<file path="src/tsr_defs.svh">
// Constants of the timer driven serial receiver
`ifndef TSR_DEFS_SVH
`define TSR_DEFS_SVH

// ==========================================================
// Register map (8-bit data, 4-bit address)
`define TSR_ADDR_W 4
`define TSR_A_CTRL 4'h0
`define TSR_A_STAT 4'h1
`define TSR_A_BUF 4'h2
`define TSR_A_CB 4'h3
`define TSR_A_ISTAT 4'h4
`define TSR_A_IMASK 4'h5
`define TSR_A_PC 4'h6
`define TSR_A_PSW 4'h7
`define TSR_A_VEC 4'h8
`define TSR_A_TMR 4'h9

// ==========================================================
// Field positions
`define TSR_CTRL_ARM 0
`define TSR_CTRL_RET 1
`define TSR_CTRL_EXTEN 2
`define TSR_CB_NOT_VERIFIED 7
`define TSR_CB_NOT_DETECTED 6
`define TSR_IS_CHAR 0
`define TSR_IS_REJECT 1
`define TSR_IS_EXT 2
`define TSR_IS_W 3
`define TSR_PSW_BANK 4

// ==========================================================
// Values
`define TSR_CB_ARM 8'hCB
`define TSR_TMR_ALL_ONES 8'hFF
`define TSR_VEC_EXT 8'h03
`define TSR_VEC_TMR 8'h07
`define TSR_STACK_LO 8
`define TSR_STACK_HI 23
`define TSR_BIT_PERIOD 41
`define TSR_PRESCALE 32

`endif

</file>
<file path="src/tsr_pkg.sv">
// Types of the timer driven serial receiver
package tsr_pkg;
  typedef enum logic [2:0] {
    ST_IDLE,
    ST_ARM_DIS,
    ST_ARM_LOAD,
    ST_SERVE,
    ST_RET
  } tsr_state_t;
endpackage

</file>
<file path="src/tsr_timer_if.sv">
// Command and status bundle between the receiver and its 8-bit timer
`timescale 1ns/10ps
interface tsr_timer_if;
  logic load;
  logic [7:0] load_val;
  logic start;
  logic stop;
  logic event_mode;
  logic event_in;
  logic tick;
  logic ovf;
  logic [7:0] count;
  logic running;
  modport ctl(output load, load_val, start, stop, event_mode, event_in, tick,
              input ovf, count, running);
  modport tmr(input load, load_val, start, stop, event_mode, event_in, tick,
              output ovf, count, running);
endinterface

</file>
<file path="src/tsr_receiver.sv">
// Interrupt driven serial receiver with timer, interrupt unit and register port
// Operation
// Select high: test input is inverted line
// Arming disables timer interrupt before reprogramming
// Start detect: load all ones, event count
// Arming sets done flag; completion clears it
// Control byte armed to 11001011 binary
// Overflow when counter wraps from all ones
// External low level and timer overflow interrupt
// Vector 3 external, vector 7 timer
// Push program counter and status to stack
// Lock out interrupts until status-restoring return
// Return restores counter, status and bank
// Verified: reload period, sample, shift, decrement
// Count zero: clear done, disable timer interrupt
// First overflow: half period, timer mode, clear
// Verify start still space, else re-arm
// Period 41 counts, load two's complement
// Consumer polls done flag, then reads buffer
// Bits rotate right through carry
//
// Implementation choices: the address-and-strobe port and the register offsets.
`timescale 1ns/10ps
`include "tsr_defs.svh"
module tsr_receiver #(
  parameter int BIT_PERIOD = `TSR_BIT_PERIOD,
  parameter int PRESCALE = `TSR_PRESCALE
) (
  // Clock and reset
  input wire logic clk_sys,
  input wire logic arst_n,
  // Register port
  input wire logic [`TSR_ADDR_W-1:0] addr,
  input wire logic [7:0] wdata,
  input wire logic wr_stb,
  input wire logic rd_stb,
  output logic [7:0] rdata,
  // Serial line and external interrupt pin
  input wire logic rx_line,
  input wire logic ext_int_n,
  // Status to the system
  output logic edge_polarity_select,
  output logic test_input_one,
  output logic [7:0] vector_addr,
  output logic irq
);
  // ==========================================================
  // Declarations
  // reload values are two's complements of the period and of half the period
  localparam logic [7:0] RELOAD_FULL = 8'(9'h100 - 9'(BIT_PERIOD));
  localparam logic [7:0] RELOAD_HALF = 8'(9'h100 - 9'(BIT_PERIOD / 2));
  localparam int PW = (PRESCALE > 1) ? $clog2(PRESCALE) : 1;

  tsr_pkg::tsr_state_t state_reg;
  tsr_pkg::tsr_state_t state_next;
  logic [7:0] control_count_byte;
  logic [7:0] serial_shift_buffer;
  logic carry_reg;
  logic receive_done_flag;
  logic tint_en_reg;
  logic tovf_pend_reg;
  logic ext_en_reg;
  logic arm_pend_reg;
  logic arm_in_isr_reg;
  logic locked_reg;
  logic [7:0] pc_reg;
  logic [7:0] program_status_word;
  logic [7:0] vec_reg;
  logic [7:0] stack_mem [`TSR_STACK_LO:`TSR_STACK_HI];
  logic [`TSR_IS_W-1:0] istat_reg;
  logic [`TSR_IS_W-1:0] imask_reg;
  logic [7:0] rdata_reg;
  logic [PW-1:0] pre_reg;
  logic tick;
  logic [7:0] cb_dec;
  logic ext_req;
  logic tmr_req;
  logic acc_ext;
  logic acc_tmr;
  logic ret_fire;
  logic [2:0] sp;
  logic [2:0] sp_dec;
  logic [4:0] push_idx;
  logic [4:0] pop_idx;
  logic wr_ctrl;
  logic reject;

  tsr_timer_if tif ();

  tsr_timer u_timer (
    .clk_sys(clk_sys),
    .arst_n(arst_n),
    .tif(tif)
  );

  // ==========================================================
  // Edge steering and timer prescaler
  // inverse of the line while select is high
  assign test_input_one = edge_polarity_select ^ rx_line;
  assign tif.event_in = test_input_one;
  assign tif.tick = tick;

  always_ff @(posedge clk_sys or negedge arst_n) begin
    if (!arst_n) begin
      pre_reg <= '0;
    end else if (pre_reg == PW'(PRESCALE - 1)) begin
      pre_reg <= '0;
    end else begin
      pre_reg <= pre_reg + PW'(1);
    end
  end
  assign tick = (pre_reg == PW'(PRESCALE - 1));

  // ==========================================================
  // Interrupt unit
  assign sp = program_status_word[2:0];
  assign sp_dec = sp - 3'd1;
  assign push_idx = 5'(`TSR_STACK_LO) + {1'b0, sp, 1'b0};
  assign pop_idx = 5'(`TSR_STACK_LO) + {1'b0, sp_dec, 1'b0};
  assign wr_ctrl = wr_stb && (addr == `TSR_A_CTRL);
  // low level on the pin, or a pending overflow
  assign ext_req = ext_en_reg && !ext_int_n;
  assign tmr_req = tint_en_reg && tovf_pend_reg;
  // nothing is accepted while locked; external wins a tie
  assign acc_ext = !locked_reg && ext_req;
  assign acc_tmr = !locked_reg && !ext_req && tmr_req && (state_reg == tsr_pkg::ST_IDLE);
  assign ret_fire = locked_reg && ((state_reg == tsr_pkg::ST_RET) ||
                    (wr_ctrl && wdata[`TSR_CTRL_RET] && vec_reg == `TSR_VEC_EXT));

  // lock from recognition until the return
  always_ff @(posedge clk_sys or negedge arst_n) begin
    if (!arst_n) begin
      locked_reg <= 1'b0;
    end else if (acc_ext || acc_tmr) begin
      locked_reg <= 1'b1;
    end else if (ret_fire) begin
      locked_reg <= 1'b0;
    end
  end

  // fixed call locations
  always_ff @(posedge clk_sys or negedge arst_n) begin
    if (!arst_n) begin
      pc_reg <= 8'h00;
      vec_reg <= 8'h00;
    end else if (acc_ext || acc_tmr) begin
      pc_reg <= acc_ext ? `TSR_VEC_EXT : `TSR_VEC_TMR;
      vec_reg <= acc_ext ? `TSR_VEC_EXT : `TSR_VEC_TMR;
    end else if (ret_fire) begin
      // program counter comes back from the stack
      pc_reg <= stack_mem[pop_idx];
    end else if (wr_stb && addr == `TSR_A_PC) begin
      pc_reg <= wdata;
    end
  end

  // push counter then status word
  always_ff @(posedge clk_sys or negedge arst_n) begin
    if (!arst_n) begin
      for (int i = `TSR_STACK_LO; i <= `TSR_STACK_HI; i++) begin
        stack_mem[i] <= 8'h00;
      end
    end else if (acc_ext || acc_tmr) begin
      stack_mem[push_idx] <= pc_reg;
      stack_mem[push_idx + 5'd1] <= program_status_word;
    end
  end

  always_ff @(posedge clk_sys or negedge arst_n) begin
    if (!arst_n) begin
      program_status_word <= 8'h00;
    end else if (acc_ext || acc_tmr) begin
      program_status_word[2:0] <= sp + 3'd1;
    end else if (ret_fire) begin
      // restores status and with it the bank
      program_status_word <= stack_mem[pop_idx + 5'd1];
    end else if (state_reg == tsr_pkg::ST_SERVE) begin
      // Service runs in the alternate register bank
      program_status_word[`TSR_PSW_BANK] <= 1'b1;
    end else if (wr_stb && addr == `TSR_A_PSW) begin
      program_status_word <= wdata;
    end
  end

  // Overflow pending: a new overflow beats the clear of acceptance
  always_ff @(posedge clk_sys or negedge arst_n) begin
    if (!arst_n) begin
      tovf_pend_reg <= 1'b0;
    end else if (tif.ovf) begin
      tovf_pend_reg <= 1'b1;
    end else if (acc_tmr || state_reg == tsr_pkg::ST_ARM_LOAD) begin
      tovf_pend_reg <= 1'b0;
    end
  end

  // ==========================================================
  // Receive sequencer
  assign cb_dec = control_count_byte - 8'h01;
  assign reject = (state_reg == tsr_pkg::ST_SERVE) &&
                  control_count_byte[`TSR_CB_NOT_VERIFIED] &&
                  !control_count_byte[`TSR_CB_NOT_DETECTED] && rx_line;

  always_comb begin
    state_next = state_reg;
    unique case (state_reg)
      tsr_pkg::ST_IDLE: begin
        if (acc_tmr) begin
          state_next = tsr_pkg::ST_SERVE;
        end else if (arm_pend_reg) begin
          state_next = tsr_pkg::ST_ARM_DIS;
        end
      end
      tsr_pkg::ST_ARM_DIS: state_next = tsr_pkg::ST_ARM_LOAD;
      tsr_pkg::ST_ARM_LOAD: begin
        state_next = arm_in_isr_reg ? tsr_pkg::ST_RET : tsr_pkg::ST_IDLE;
      end
      tsr_pkg::ST_SERVE: begin
        // a line back at mark re-arms from scratch
        state_next = reject ? tsr_pkg::ST_ARM_DIS : tsr_pkg::ST_RET;
      end
      tsr_pkg::ST_RET: state_next = tsr_pkg::ST_IDLE;
    endcase
  end

  always_ff @(posedge clk_sys or negedge arst_n) begin
    if (!arst_n) begin
      state_reg <= tsr_pkg::ST_IDLE;
    end else begin
      state_reg <= state_next;
    end
  end

  // Arm requests wait until the sequencer is free
  always_ff @(posedge clk_sys or negedge arst_n) begin
    if (!arst_n) begin
      arm_pend_reg <= 1'b0;
    end else if (wr_ctrl && wdata[`TSR_CTRL_ARM]) begin
      arm_pend_reg <= 1'b1;
    end else if (state_reg == tsr_pkg::ST_IDLE && !acc_tmr) begin
      arm_pend_reg <= 1'b0;
    end
  end

  always_ff @(posedge clk_sys or negedge arst_n) begin
    if (!arst_n) begin
      arm_in_isr_reg <= 1'b0;
    end else if (state_reg == tsr_pkg::ST_SERVE) begin
      arm_in_isr_reg <= reject;
    end else if (state_reg == tsr_pkg::ST_IDLE) begin
      arm_in_isr_reg <= 1'b0;
    end
  end

  // Timer commands
  always_comb begin
    tif.load = 1'b0;
    tif.load_val = RELOAD_FULL;
    tif.start = 1'b0;
    tif.stop = 1'b0;
    tif.event_mode = 1'b0;
    unique case (state_reg)
      tsr_pkg::ST_ARM_DIS: tif.stop = 1'b1;
      tsr_pkg::ST_ARM_LOAD: begin
        // one more event overflows the counter
        tif.load = 1'b1;
        tif.load_val = `TSR_TMR_ALL_ONES;
        tif.start = 1'b1;
        tif.event_mode = 1'b1;
      end
      tsr_pkg::ST_SERVE: begin
        if (control_count_byte[`TSR_CB_NOT_VERIFIED] &&
            control_count_byte[`TSR_CB_NOT_DETECTED]) begin
          // half a bit to the start bit centre
          tif.load = 1'b1;
          tif.load_val = RELOAD_HALF;
          tif.start = 1'b1;
        end else if (!reject) begin
          // full bit period to the next centre
          tif.load = 1'b1;
          tif.start = 1'b1;
        end
      end
      default: begin
      end
    endcase
  end

  // Control/count byte, buffer and carry
  always_ff @(posedge clk_sys or negedge arst_n) begin
    if (!arst_n) begin
      control_count_byte <= 8'h00;
      serial_shift_buffer <= 8'h00;
      carry_reg <= 1'b0;
    end else if (state_reg == tsr_pkg::ST_ARM_LOAD) begin
      // not verified, not detected, eleven bits
      control_count_byte <= `TSR_CB_ARM;
    end else if (state_reg == tsr_pkg::ST_SERVE) begin
      if (!control_count_byte[`TSR_CB_NOT_VERIFIED]) begin
        // sample then rotate right through carry
        serial_shift_buffer <= {rx_line, serial_shift_buffer[7:1]};
        carry_reg <= serial_shift_buffer[0];
        control_count_byte <= cb_dec;
      end else if (control_count_byte[`TSR_CB_NOT_DETECTED]) begin
        // start now detected
        control_count_byte[`TSR_CB_NOT_DETECTED] <= 1'b0;
      end else if (!rx_line) begin
        // start verified
        control_count_byte[`TSR_CB_NOT_VERIFIED] <= 1'b0;
      end
    end
  end

  // Done flag and timer interrupt enable
  always_ff @(posedge clk_sys or negedge arst_n) begin
    if (!arst_n) begin
      receive_done_flag <= 1'b0;
      tint_en_reg <= 1'b0;
    end else if (state_reg == tsr_pkg::ST_ARM_DIS) begin
      // disabled in the cycle the timer is stopped, before it is reloaded
      tint_en_reg <= 1'b0;
    end else if (state_reg == tsr_pkg::ST_ARM_LOAD) begin
      // set while a character is outstanding
      receive_done_flag <= 1'b1;
      tint_en_reg <= 1'b1;
    end else if (state_reg == tsr_pkg::ST_SERVE &&
                 !control_count_byte[`TSR_CB_NOT_VERIFIED] && cb_dec == 8'h00) begin
      // character complete
      receive_done_flag <= 1'b0;
      tint_en_reg <= 1'b0;
    end
  end

  always_ff @(posedge clk_sys or negedge arst_n) begin
    if (!arst_n) begin
      edge_polarity_select <= 1'b0;
    end else if (state_reg == tsr_pkg::ST_ARM_LOAD) begin
      // start edge steered onto the test input
      edge_polarity_select <= 1'b1;
    end else if (state_reg == tsr_pkg::ST_SERVE && !reject &&
                 control_count_byte[`TSR_CB_NOT_VERIFIED] &&
                 !control_count_byte[`TSR_CB_NOT_DETECTED]) begin
      edge_polarity_select <= 1'b0;
    end
  end

  // ==========================================================
  // Event status, mask and register port
  always_ff @(posedge clk_sys or negedge arst_n) begin
    if (!arst_n) begin
      istat_reg <= '0;
    end else begin
      // Hardware set wins over a write-one clear in the same cycle
      istat_reg <= (istat_reg & ~((wr_stb && addr == `TSR_A_ISTAT) ?
                    wdata[`TSR_IS_W-1:0] : '0)) |
                   {acc_ext, reject,
                    state_reg == tsr_pkg::ST_SERVE &&
                    !control_count_byte[`TSR_CB_NOT_VERIFIED] && cb_dec == 8'h00};
    end
  end

  always_ff @(posedge clk_sys or negedge arst_n) begin
    if (!arst_n) begin
      imask_reg <= '0;
      ext_en_reg <= 1'b0;
    end else if (wr_stb && addr == `TSR_A_IMASK) begin
      imask_reg <= wdata[`TSR_IS_W-1:0];
    end else if (wr_ctrl) begin
      ext_en_reg <= wdata[`TSR_CTRL_EXTEN];
    end
  end

  assign irq = |(istat_reg & imask_reg);
  assign vector_addr = pc_reg;

  // consumer polls the done flag, then reads the buffer
  always_ff @(posedge clk_sys or negedge arst_n) begin
    if (!arst_n) begin
      rdata_reg <= 8'h00;
    end else if (rd_stb) begin
      unique case (addr)
        `TSR_A_CTRL: rdata_reg <= 8'(ext_en_reg) << `TSR_CTRL_EXTEN;
        `TSR_A_STAT: rdata_reg <= {4'h0, locked_reg, tint_en_reg,
                                   edge_polarity_select, receive_done_flag};
        `TSR_A_BUF: rdata_reg <= serial_shift_buffer;
        `TSR_A_CB: rdata_reg <= control_count_byte;
        `TSR_A_ISTAT: rdata_reg <= 8'(istat_reg);
        `TSR_A_IMASK: rdata_reg <= 8'(imask_reg);
        `TSR_A_PC: rdata_reg <= pc_reg;
        `TSR_A_PSW: rdata_reg <= program_status_word;
        `TSR_A_VEC: rdata_reg <= vec_reg;
        `TSR_A_TMR: rdata_reg <= tif.count;
        default: rdata_reg <= 8'h00;
      endcase
    end else begin
      rdata_reg <= 8'h00;
    end
  end
  assign rdata = rdata_reg;

  // ==========================================================
  // Checks
  select_invert_a: assert property (@(posedge clk_sys) disable iff (!arst_n)
    edge_polarity_select |-> (test_input_one == !rx_line))
    else $error("test input not the inverted line");
  arm_order_a: assert property (@(posedge clk_sys) disable iff (!arst_n)
    (state_reg == tsr_pkg::ST_ARM_DIS) |=> (!tint_en_reg && !tif.running && tif.load))
    else $error("timer reloaded before interrupt disabled");
  arm_load_a: assert property (@(posedge clk_sys) disable iff (!arst_n)
    (state_reg == tsr_pkg::ST_ARM_LOAD) |=> (tif.count == `TSR_TMR_ALL_ONES &&
      receive_done_flag && control_count_byte == `TSR_CB_ARM && tint_en_reg))
    else $error("arming left wrong timer, flag or control byte");
  call_vector_a: assert property (@(posedge clk_sys) disable iff (!arst_n)
    acc_tmr |=> (pc_reg == `TSR_VEC_TMR && state_reg == tsr_pkg::ST_SERVE))
    else $error("timer call went to wrong location");
  stack_push_a: assert property (@(posedge clk_sys) disable iff (!arst_n)
    (acc_ext || acc_tmr) |=> (sp == $past(sp) + 3'd1 &&
      stack_mem[$past(push_idx)] == $past(pc_reg)))
    else $error("interrupt call did not push");
  lockout_hold_a: assert property (@(posedge clk_sys) disable iff (!arst_n)
    (locked_reg && !ret_fire) |=> (locked_reg && !acc_ext && !acc_tmr))
    else $error("interrupt accepted while locked");
  return_bank_a: assert property (@(posedge clk_sys) disable iff (!arst_n)
    ret_fire |=> (program_status_word == $past(stack_mem[pop_idx + 5'd1]) && !locked_reg))
    else $error("return did not restore status word");
  char_done_a: assert property (@(posedge clk_sys) disable iff (!arst_n)
    (state_reg == tsr_pkg::ST_SERVE && control_count_byte == 8'h01)
      |=> (!receive_done_flag && !tint_en_reg) ##1 (state_reg == tsr_pkg::ST_IDLE))
    else $error("last bit did not finish the character");
  half_bit_a: assert property (@(posedge clk_sys) disable iff (!arst_n)
    (state_reg == tsr_pkg::ST_SERVE && control_count_byte[7:6] == 2'b11)
      |=> (tif.count == RELOAD_HALF && !control_count_byte[`TSR_CB_NOT_DETECTED]))
    else $error("start detect did not load half period");
endmodule

</file>
<file path="src/tsr_timer.sv">
// 8-bit up-counting timer with timer and event count modes
`timescale 1ns/10ps
`include "tsr_defs.svh"
module tsr_timer (
  // Clock and reset
  input wire logic clk_sys,
  input wire logic arst_n,
  // Control side
  tsr_timer_if.tmr tif
);
  logic [7:0] count_reg;
  logic run_reg;
  logic mode_reg;
  logic ev_prev_reg;
  logic ovf_reg;
  logic inc;

  // Events count on the rising edge of the test input
  // A stop freezes the count at once, so a stopped run leaves no late overflow
  assign inc = run_reg && !tif.stop &&
               (mode_reg ? (tif.event_in && !ev_prev_reg) : tif.tick);

  // Reset to the idle level of the test input: no false edge after reset
  always_ff @(posedge clk_sys or negedge arst_n) begin
    if (!arst_n) begin
      ev_prev_reg <= 1'b1;
    end else begin
      ev_prev_reg <= tif.event_in;
    end
  end

  always_ff @(posedge clk_sys or negedge arst_n) begin
    if (!arst_n) begin
      run_reg <= 1'b0;
      mode_reg <= 1'b0;
    end else if (tif.start) begin
      run_reg <= 1'b1;
      mode_reg <= tif.event_mode;
    end else if (tif.stop) begin
      run_reg <= 1'b0;
    end
  end

  always_ff @(posedge clk_sys or negedge arst_n) begin
    if (!arst_n) begin
      count_reg <= 8'h00;
    end else if (tif.load) begin
      count_reg <= tif.load_val;
    end else if (inc) begin
      count_reg <= count_reg + 8'h01;
    end
  end

  // wrap from all ones
  always_ff @(posedge clk_sys or negedge arst_n) begin
    if (!arst_n) begin
      ovf_reg <= 1'b0;
    end else begin
      ovf_reg <= inc && !tif.load && (count_reg == `TSR_TMR_ALL_ONES);
    end
  end

  assign tif.count = count_reg;
  assign tif.running = run_reg;
  assign tif.ovf = ovf_reg;

  overflow_pulse_a: assert property (@(posedge clk_sys) disable iff (!arst_n)
    (inc && !tif.load && count_reg == `TSR_TMR_ALL_ONES) |=> (ovf_reg && count_reg == 8'h00))
    else $error("timer wrap gave no overflow");
endmodule

</file>
<file path="config.mk">
export PLATFORM = sky130hd
export DESIGN_NAME = tsr_receiver
export DESIGN_NICKNAME = d
export VERILOG_FILES = /design/src/tsr_pkg.sv /design/src/tsr_timer_if.sv /design/src/tsr_receiver.sv /design/src/tsr_timer.sv
export VERILOG_INCLUDE_DIRS = /design/src /design/src/src
export SDC_FILE = /design/constraint.sdc
export NUM_CORES = 1
export LEC_CHECK = 0
export BUFFER_PORTS_ARGS = -buffer_cell sky130_fd_sc_hd__buf_2
export CAP_MARGIN = 20
export CORE_UTILIZATION = 55
export CTS_BUF_LIST = sky130_fd_sc_hd__clkbuf_2 sky130_fd_sc_hd__clkbuf_4 sky130_fd_sc_hd__clkbuf_8
export DETAILED_ROUTE_END_ITERATION = 7
export PLACE_DENSITY = 0.72
export SYNTH_ARGS = -nofsm -noshare
export SYNTH_HDL_FRONTEND = slang
export SYNTH_SLANG_ARGS = --single-unit
export TNS_END_PERCENT = 50
</file>
<file path="constraint.sdc">
create_clock -name clk_sys -period 3.4 [get_ports clk_sys]
set_clock_uncertainty 0.15 [all_clocks]
set_input_delay 0.34 -clock clk_sys [delete_from_list [all_inputs] [get_ports clk_sys]]
set_output_delay 0.34 -clock clk_sys [all_outputs]
set_load 0.01 [all_outputs]
</file>
**Word level (Yosys, flattened, before mapping)**

Cells that the tools add are included.
Widths: inputs -> output; s select.

- $add $sub $neg: 9
- Magnitude comparators: 6
- Eq/ne operators: 20
- Mux-type cells: 62
- Bitwise logic cells: 14
- Reductions and logical operators: 70

Operators with widths:

| cell | count |
|---|---|
| $bwmux 128 | 2 |
| $mux 8 | 16 |
| $bmux 8 s5 | 2 |
| $demux 8 s5 | 2 |
| $pmux 8 s10 | 1 |
| $logic_and 1x1->1 | 32 |
| $ge 6x6->1 const B | 4 |
| $mux 3 | 8 |
| $not 5->6 | 4 |
| $mux 1 | 23 |
| $reduce_bool 2->1 | 10 |
| $eq 4x3->1 const B | 4 |
| $add 5x1->5 const B | 3 |
| $pmux 3 s5 | 1 |
| $lt 6x1->1 const B | 2 |
| $mux 6 | 2 |
| $pmux 6 s2 | 1 |
| $reduce_bool 3->1 | 4 |
| $add 4x4->5 const A | 2 |
| $logic_not 1->1 | 10 |
| $reduce_and 2->1 | 5 |
| $add 8x1->8 const B | 1 |
| $eq 4x2->1 const B | 2 |
| $eq 4x4->1 const B | 2 |
| 28 further kinds | 38 |

- Flip-flop bits (word level): 210
- Input port bits: 18
- Word-level logic and storage cells: 223

**Depth between registers and ports, before layout**

- Word-level depth: 10
- Depth in mapped cells: 11
- Depth with buffers taken out: 8

**Hierarchy**

Synthesis repeated with hierarchy kept, for this count alone.

- Cells, all modules: 772
- Area, all modules: 10,159.7 µm²

Modules (own cells, without submodules):

| module | instances | cells each | area each (µm²) | seq. area each (µm²) |
|---|---|---|---|---|
| tsr_receiver | 1 | 712 | 9,534.1 | 4,804.6 |
| tsr_timer | 1 | 60 | 625.6 | 301.5 |

**Worst setup path after synthesis**

OpenSTA, ideal clock, no wires.

- Path type: flip-flop to flip-flop
- Start: register program_status_word[0]
- End: register program_status_word[7]
- Setup time: 0.126 ns
- Arrival time: 3.056 ns
- Path slack: 0.068 ns
- Stages on the path, launching flop included: 12
- Path buffers: 4
- Clock period less this slack: 3.332 ns
- Cell sequence: dfrtp_1 -> buf_2 -> buf_4 -> buf_4 -> clkinv_1 -> ha_1 -> xor2_4 -> buf_6 -> mux4_2 -> nand2_1 -> a21oi_1 -> a221o_1

- Cells in the longest elaborated chain, start to end: 8

Ends and longest elaborated chain:

| element | line | text |
|---|---|---|
| from (decl) | tsr_receiver.sv:67 | `logic [7:0] program_status_word;` |
| from (signal assigned) | tsr_receiver.sv:173 | `program_status_word[2:0] <= sp + 3'd1;` |
| from (signal assigned) | tsr_receiver.sv:176 | `program_status_word <= stack_mem[pop_idx + 5'd1];` |
| from (signal assigned) | tsr_receiver.sv:181 | `program_status_word <= wdata;` |
| $sub 3x1->3 | tsr_receiver.sv:117 | `assign sp_dec = sp - 3'd1;` |
| $add 4x4->5 | tsr_receiver.sv:119 | `` assign pop_idx = 5'(`TSR_STACK_LO) + {1'b0, sp_dec, 1'b0}; `` |
| $add 5x1->5 | tsr_receiver.sv:176 |  |
| $not 5->6 (implied by the code) | tsr_receiver.sv:176 |  |
| $bmux 8 s5 | tsr_receiver.sv:176 |  |
| $mux 8 (implied by the code) (2 in series) | tsr_receiver.sv:176 |  |
| $mux 8 | tsr_receiver.sv:174 | `end else if (ret_fire) begin` |

Every way passes these cells. The select of a mux whose other input is x is not followed.
A chain may end at the register's enable or synchronous reset.

**Worst setup path after layout**

- Start: register state_reg[0]
- End: register stack_mem[49] (netlist bit)

- Cells in the longest elaborated chain, start to end: 3

Ends and longest elaborated chain:

| element | line | text |
|---|---|---|
| from (decl) | tsr_receiver.sv:54 | `tsr_pkg::tsr_state_t state_reg;` |
| from (signal assigned) | tsr_receiver.sv:227 | `state_reg <= tsr_pkg::ST_IDLE;` |
| from (signal assigned) | tsr_receiver.sv:229 | `state_reg <= state_next;` |
| $logic_not 3->1 | tsr_receiver.sv:126 | `assign acc_tmr = !locked_reg && !ext_req && tmr_req && (state_reg == tsr_pkg::ST_IDLE);` |
| $logic_and 1x1->1 | tsr_receiver.sv:126 |  |
| $logic_or 1x1->1 | tsr_receiver.sv:163 | `end else if (acc_ext \|\| acc_tmr) begin` |
| to (signal, indexed assignment) | tsr_receiver.sv:164 | `stack_mem[push_idx] <= pc_reg;` |
| to (signal, indexed assignment) | tsr_receiver.sv:165 | `stack_mem[push_idx + 5'd1] <= program_status_word;` |
| to (decl) | tsr_receiver.sv:69 | `` logic [7:0] stack_mem [`TSR_STACK_LO:`TSR_STACK_HI]; `` |

Every way passes these cells.

==> impl_metrics.toml <==
[sta]
final.setup.tns_ps = 0
relSlewSlack_pct = 42.33
grt_setup_unrepaired = "no"
final_hold_viol_count = 0
maxSlewViolCount = 0
worst_slew_pin_slew_ps = 865.1
whs_ps = 23.13
period_minus_slack_ps = 2831
timing.fmax_mhz = 353.2
fin_crit_sh_pct = 83.28
finalSetupViolations = 0

[floorplan]
start_util_pct = 56.67
die_y_microns = 138.7
core_sq_um = 18150
rows = 49
die_x_microns = 138.7
die_area_sq_um = 19250
io_pins = 37

[grt]
grt_pass1_wl_microns = 39930
grt_pass1_vias = 7040
overflow = 0
grt_max_degree = 105
antenna_found_initial = 0
track_usage_pct = 26.68

[detailed_routing]
first_iter_violations = 453
vias_per_cell = 6.214
drt-wirelength-per-cell_microns = 22.87
drc = 1
route.vias.total = 6692
dr.pass1.iters = 7
drt_wl_total_microns = 24630
ant_nets = 0

[layout]
nNetsFinal = 852
syn2layout_area_growth_pct = 10.91
n_antenna_cell = 0
ff_latch_area_sq_um = 5107
num-fill-cells = 1347
layout-drive-gt1-share_pct = 32.08
largest_register_ffs = 128
regMostFlops = "stack_mem"
multi_input_area_sq_um = 4793

[synthesis]
yosysMostFrequentCell = "dfrtp_1"
synth_common_cells = "dfrtp_1, mux2_4, mux2_2"
yosys_warnings = 0
synth_edf_count = 0
yosysTopAreaCell = "dfrtp_1"
ys_seq_area_share_pct = 49.65
syn_area_per_cell_sq_um = 13.17
synthArstFlopShare_pct = 100.0
syn_area_sq_um = 10280
synthesis.nets = 812
synth_top_cell_area_share_pct = 49.39
synth_seq_cells = 204
syn_inst = 781
synth_cell_types = 73
synth.top_cells.by_area = "dfrtp_1, mux2_4, mux4_2, mux2_2, mux2_1"
synth-main-ff-cell = "dfrtp_1"

[place]
portBuffers = 36
place_congestion = 0.8658
hpwl_microns = 15970

[worst_setup_path]
worstSetupEndpointType = "flip-flop"
cp_slowest_stage_delay_ps = 560
crit_path_start_kind = "flip-flop"
cp_slowest_cell = "dfrtp_1"
crit_type = "flip-flop to flip-flop"
critPathBufInv = 0
cp.arrival_ps = 3090
crit_chain = "nor2_2, and3_4, or2_1, nand3_4, mux2_1"
cp_data_required_time_ps = 3650
cpLargestDelayFamily = "simple AND/OR/NAND/NOR gates"
path_max_fanout = 16

[clock_tree]
cts_max_level = 2
cts_tree = "built"
cts_resized = 0
cts_root_buf = "clkbuf_8"
worstSkewPairLatency_ps = 540
cts.sinks = 204
path_clk_slew_ps = 60
cts_buffers = 37
clockBufferDepth = 3

[pwr]
powerDensity_nw_per_um2 = 832.3
ir_drop_mv = 0.4253
p_leak_nw = 5.379

[hold_path]
hold_class = "input port to flip-flop"

[run_status]
violations = "DRC"
outcome = "finished with violations"

[flow_run]
cap_violations = 0
-- report_power, final --
| part | total [mW] | leakage, nW | switching, mW | internal, mW |
|---|---|---|---|---|
| Clock | 2.31 | 0.395 | 1.01 | 1.30 |
| Combinational | 3.17 | 2.32 | 1.49 | 1.68 |
| Sequential | 4.02 | 2.67 | 0.851 | 3.17 |
| Total | 9.49 | 5.38 | 3.35 | 6.14 |
-- worst paths after layout --
path / cells past startpoint / endpoint / slack, ps / from
max: 5 / stack_mem[49] / 570 / state_reg[0]
min: 3 / arm_pend_reg / 20 / wdata[0]
max reg2reg: 5 / stack_mem[49] / 570 / state_reg[0]
min reg2reg: 1 / stack_mem[18] / 320 / stack_mem[18]
max in group asynchronous: 3 / u_timer.ev_prev_reg / 1880 / arst_n
min in group asynchronous: 2 / stack_mem[93] / 340 / arst_n
-- kinds of logic after synthesis --
kind of cell	Yosys count	share of synthesized area, %
flip-flops	204	49.65
multiplexers	194	26.51
AND/OR/NAND/NOR	169	9.380
AO/OA/AOI/OAI	115	7.932
buffers and inverters	74	3.747
adder cells (fa/ha/maj)	13	1.582
XOR/XNOR	12	1.204
-- layer usage --
layer  GRT usage [%]  routed length [microns]  vias up
li1                -                        -     2947
met3           5.041                     1215       49
met1           37.99                    11250     3502
met2           41.65                    11580      194
met5               0                        0        -
met4           8.596                      580        0
-- cell usage in the layout, fill, tap and decap left out, types with 4 or more instances in the layout --
cell type      instances
mux2_4                54
nand3b_1               5
a32o_1                 4
nand4_1                5
a21oi_1               25
nand3_1               13
o22a_1                 5
xor2_1                 8
a22oi_1               13
o21ai_0               19
dfrtp_1              202
inv_1                 12
buf_2                 35
nand2b_1              10
nand2_1               41
and3_1                 5
a21o_1                 5
nor2b_1               15
mux2i_1               17
clkbuf_4              21
mux2_1                45
nor3_1                11
a211oi_1              13
nor2_1                28
clkbuf_8              40
and2_1                 7
dlygate4sd3_1          7
buf_4                 15
ha_1                  13
mux2_2                46
a221o_1                4
mux4_2                32
-- through the flow --
step / util, % / worst slack [ps] / cells / total power, mW / cell area [sq um]
2_1_floorplan: - / 68.30 / 781 / 6.257 / 10280
3_3_place_gp: 58.42 / 584.9 / 1004 / 7.043 / 10600
3_5_place_dp: 58.42 / 540.2 / 1004 / 7.187 / 10600
4_1_cts: 62.86 / 569.7 / 1077 / 9.534 / 11410
5_1_grt: 62.86 / 425.4 / 1077 / 10.01 / 11410
6_report: 62.86 / 568.6 / 1077 / 9.495 / 11410
-- final cells by class --
cell class,count,area share [%]
Inverter,14,0.4607
Sequential cell,204,44.77
Timing Repair Buffer,61,3.784
Multi-Input combinational cell,503,42.02
Clock inverter,6,0.3620
Clock buffer,60,6.088
Tap cell,229,2.512
-- worst reg2reg max path: cells and delay by family (launching register included) --
family	cells	cell delay (ps)
DFF	1	560
muxes	1	460
and+or+nand+nor	4	1540
-- timing repair --
item	4_1_cts	5_1_grt
buffers inserted	0	0
endpoints found under the hold margin	107	0
hold buffers	7	0
Power figures use the tool's default switching activity.
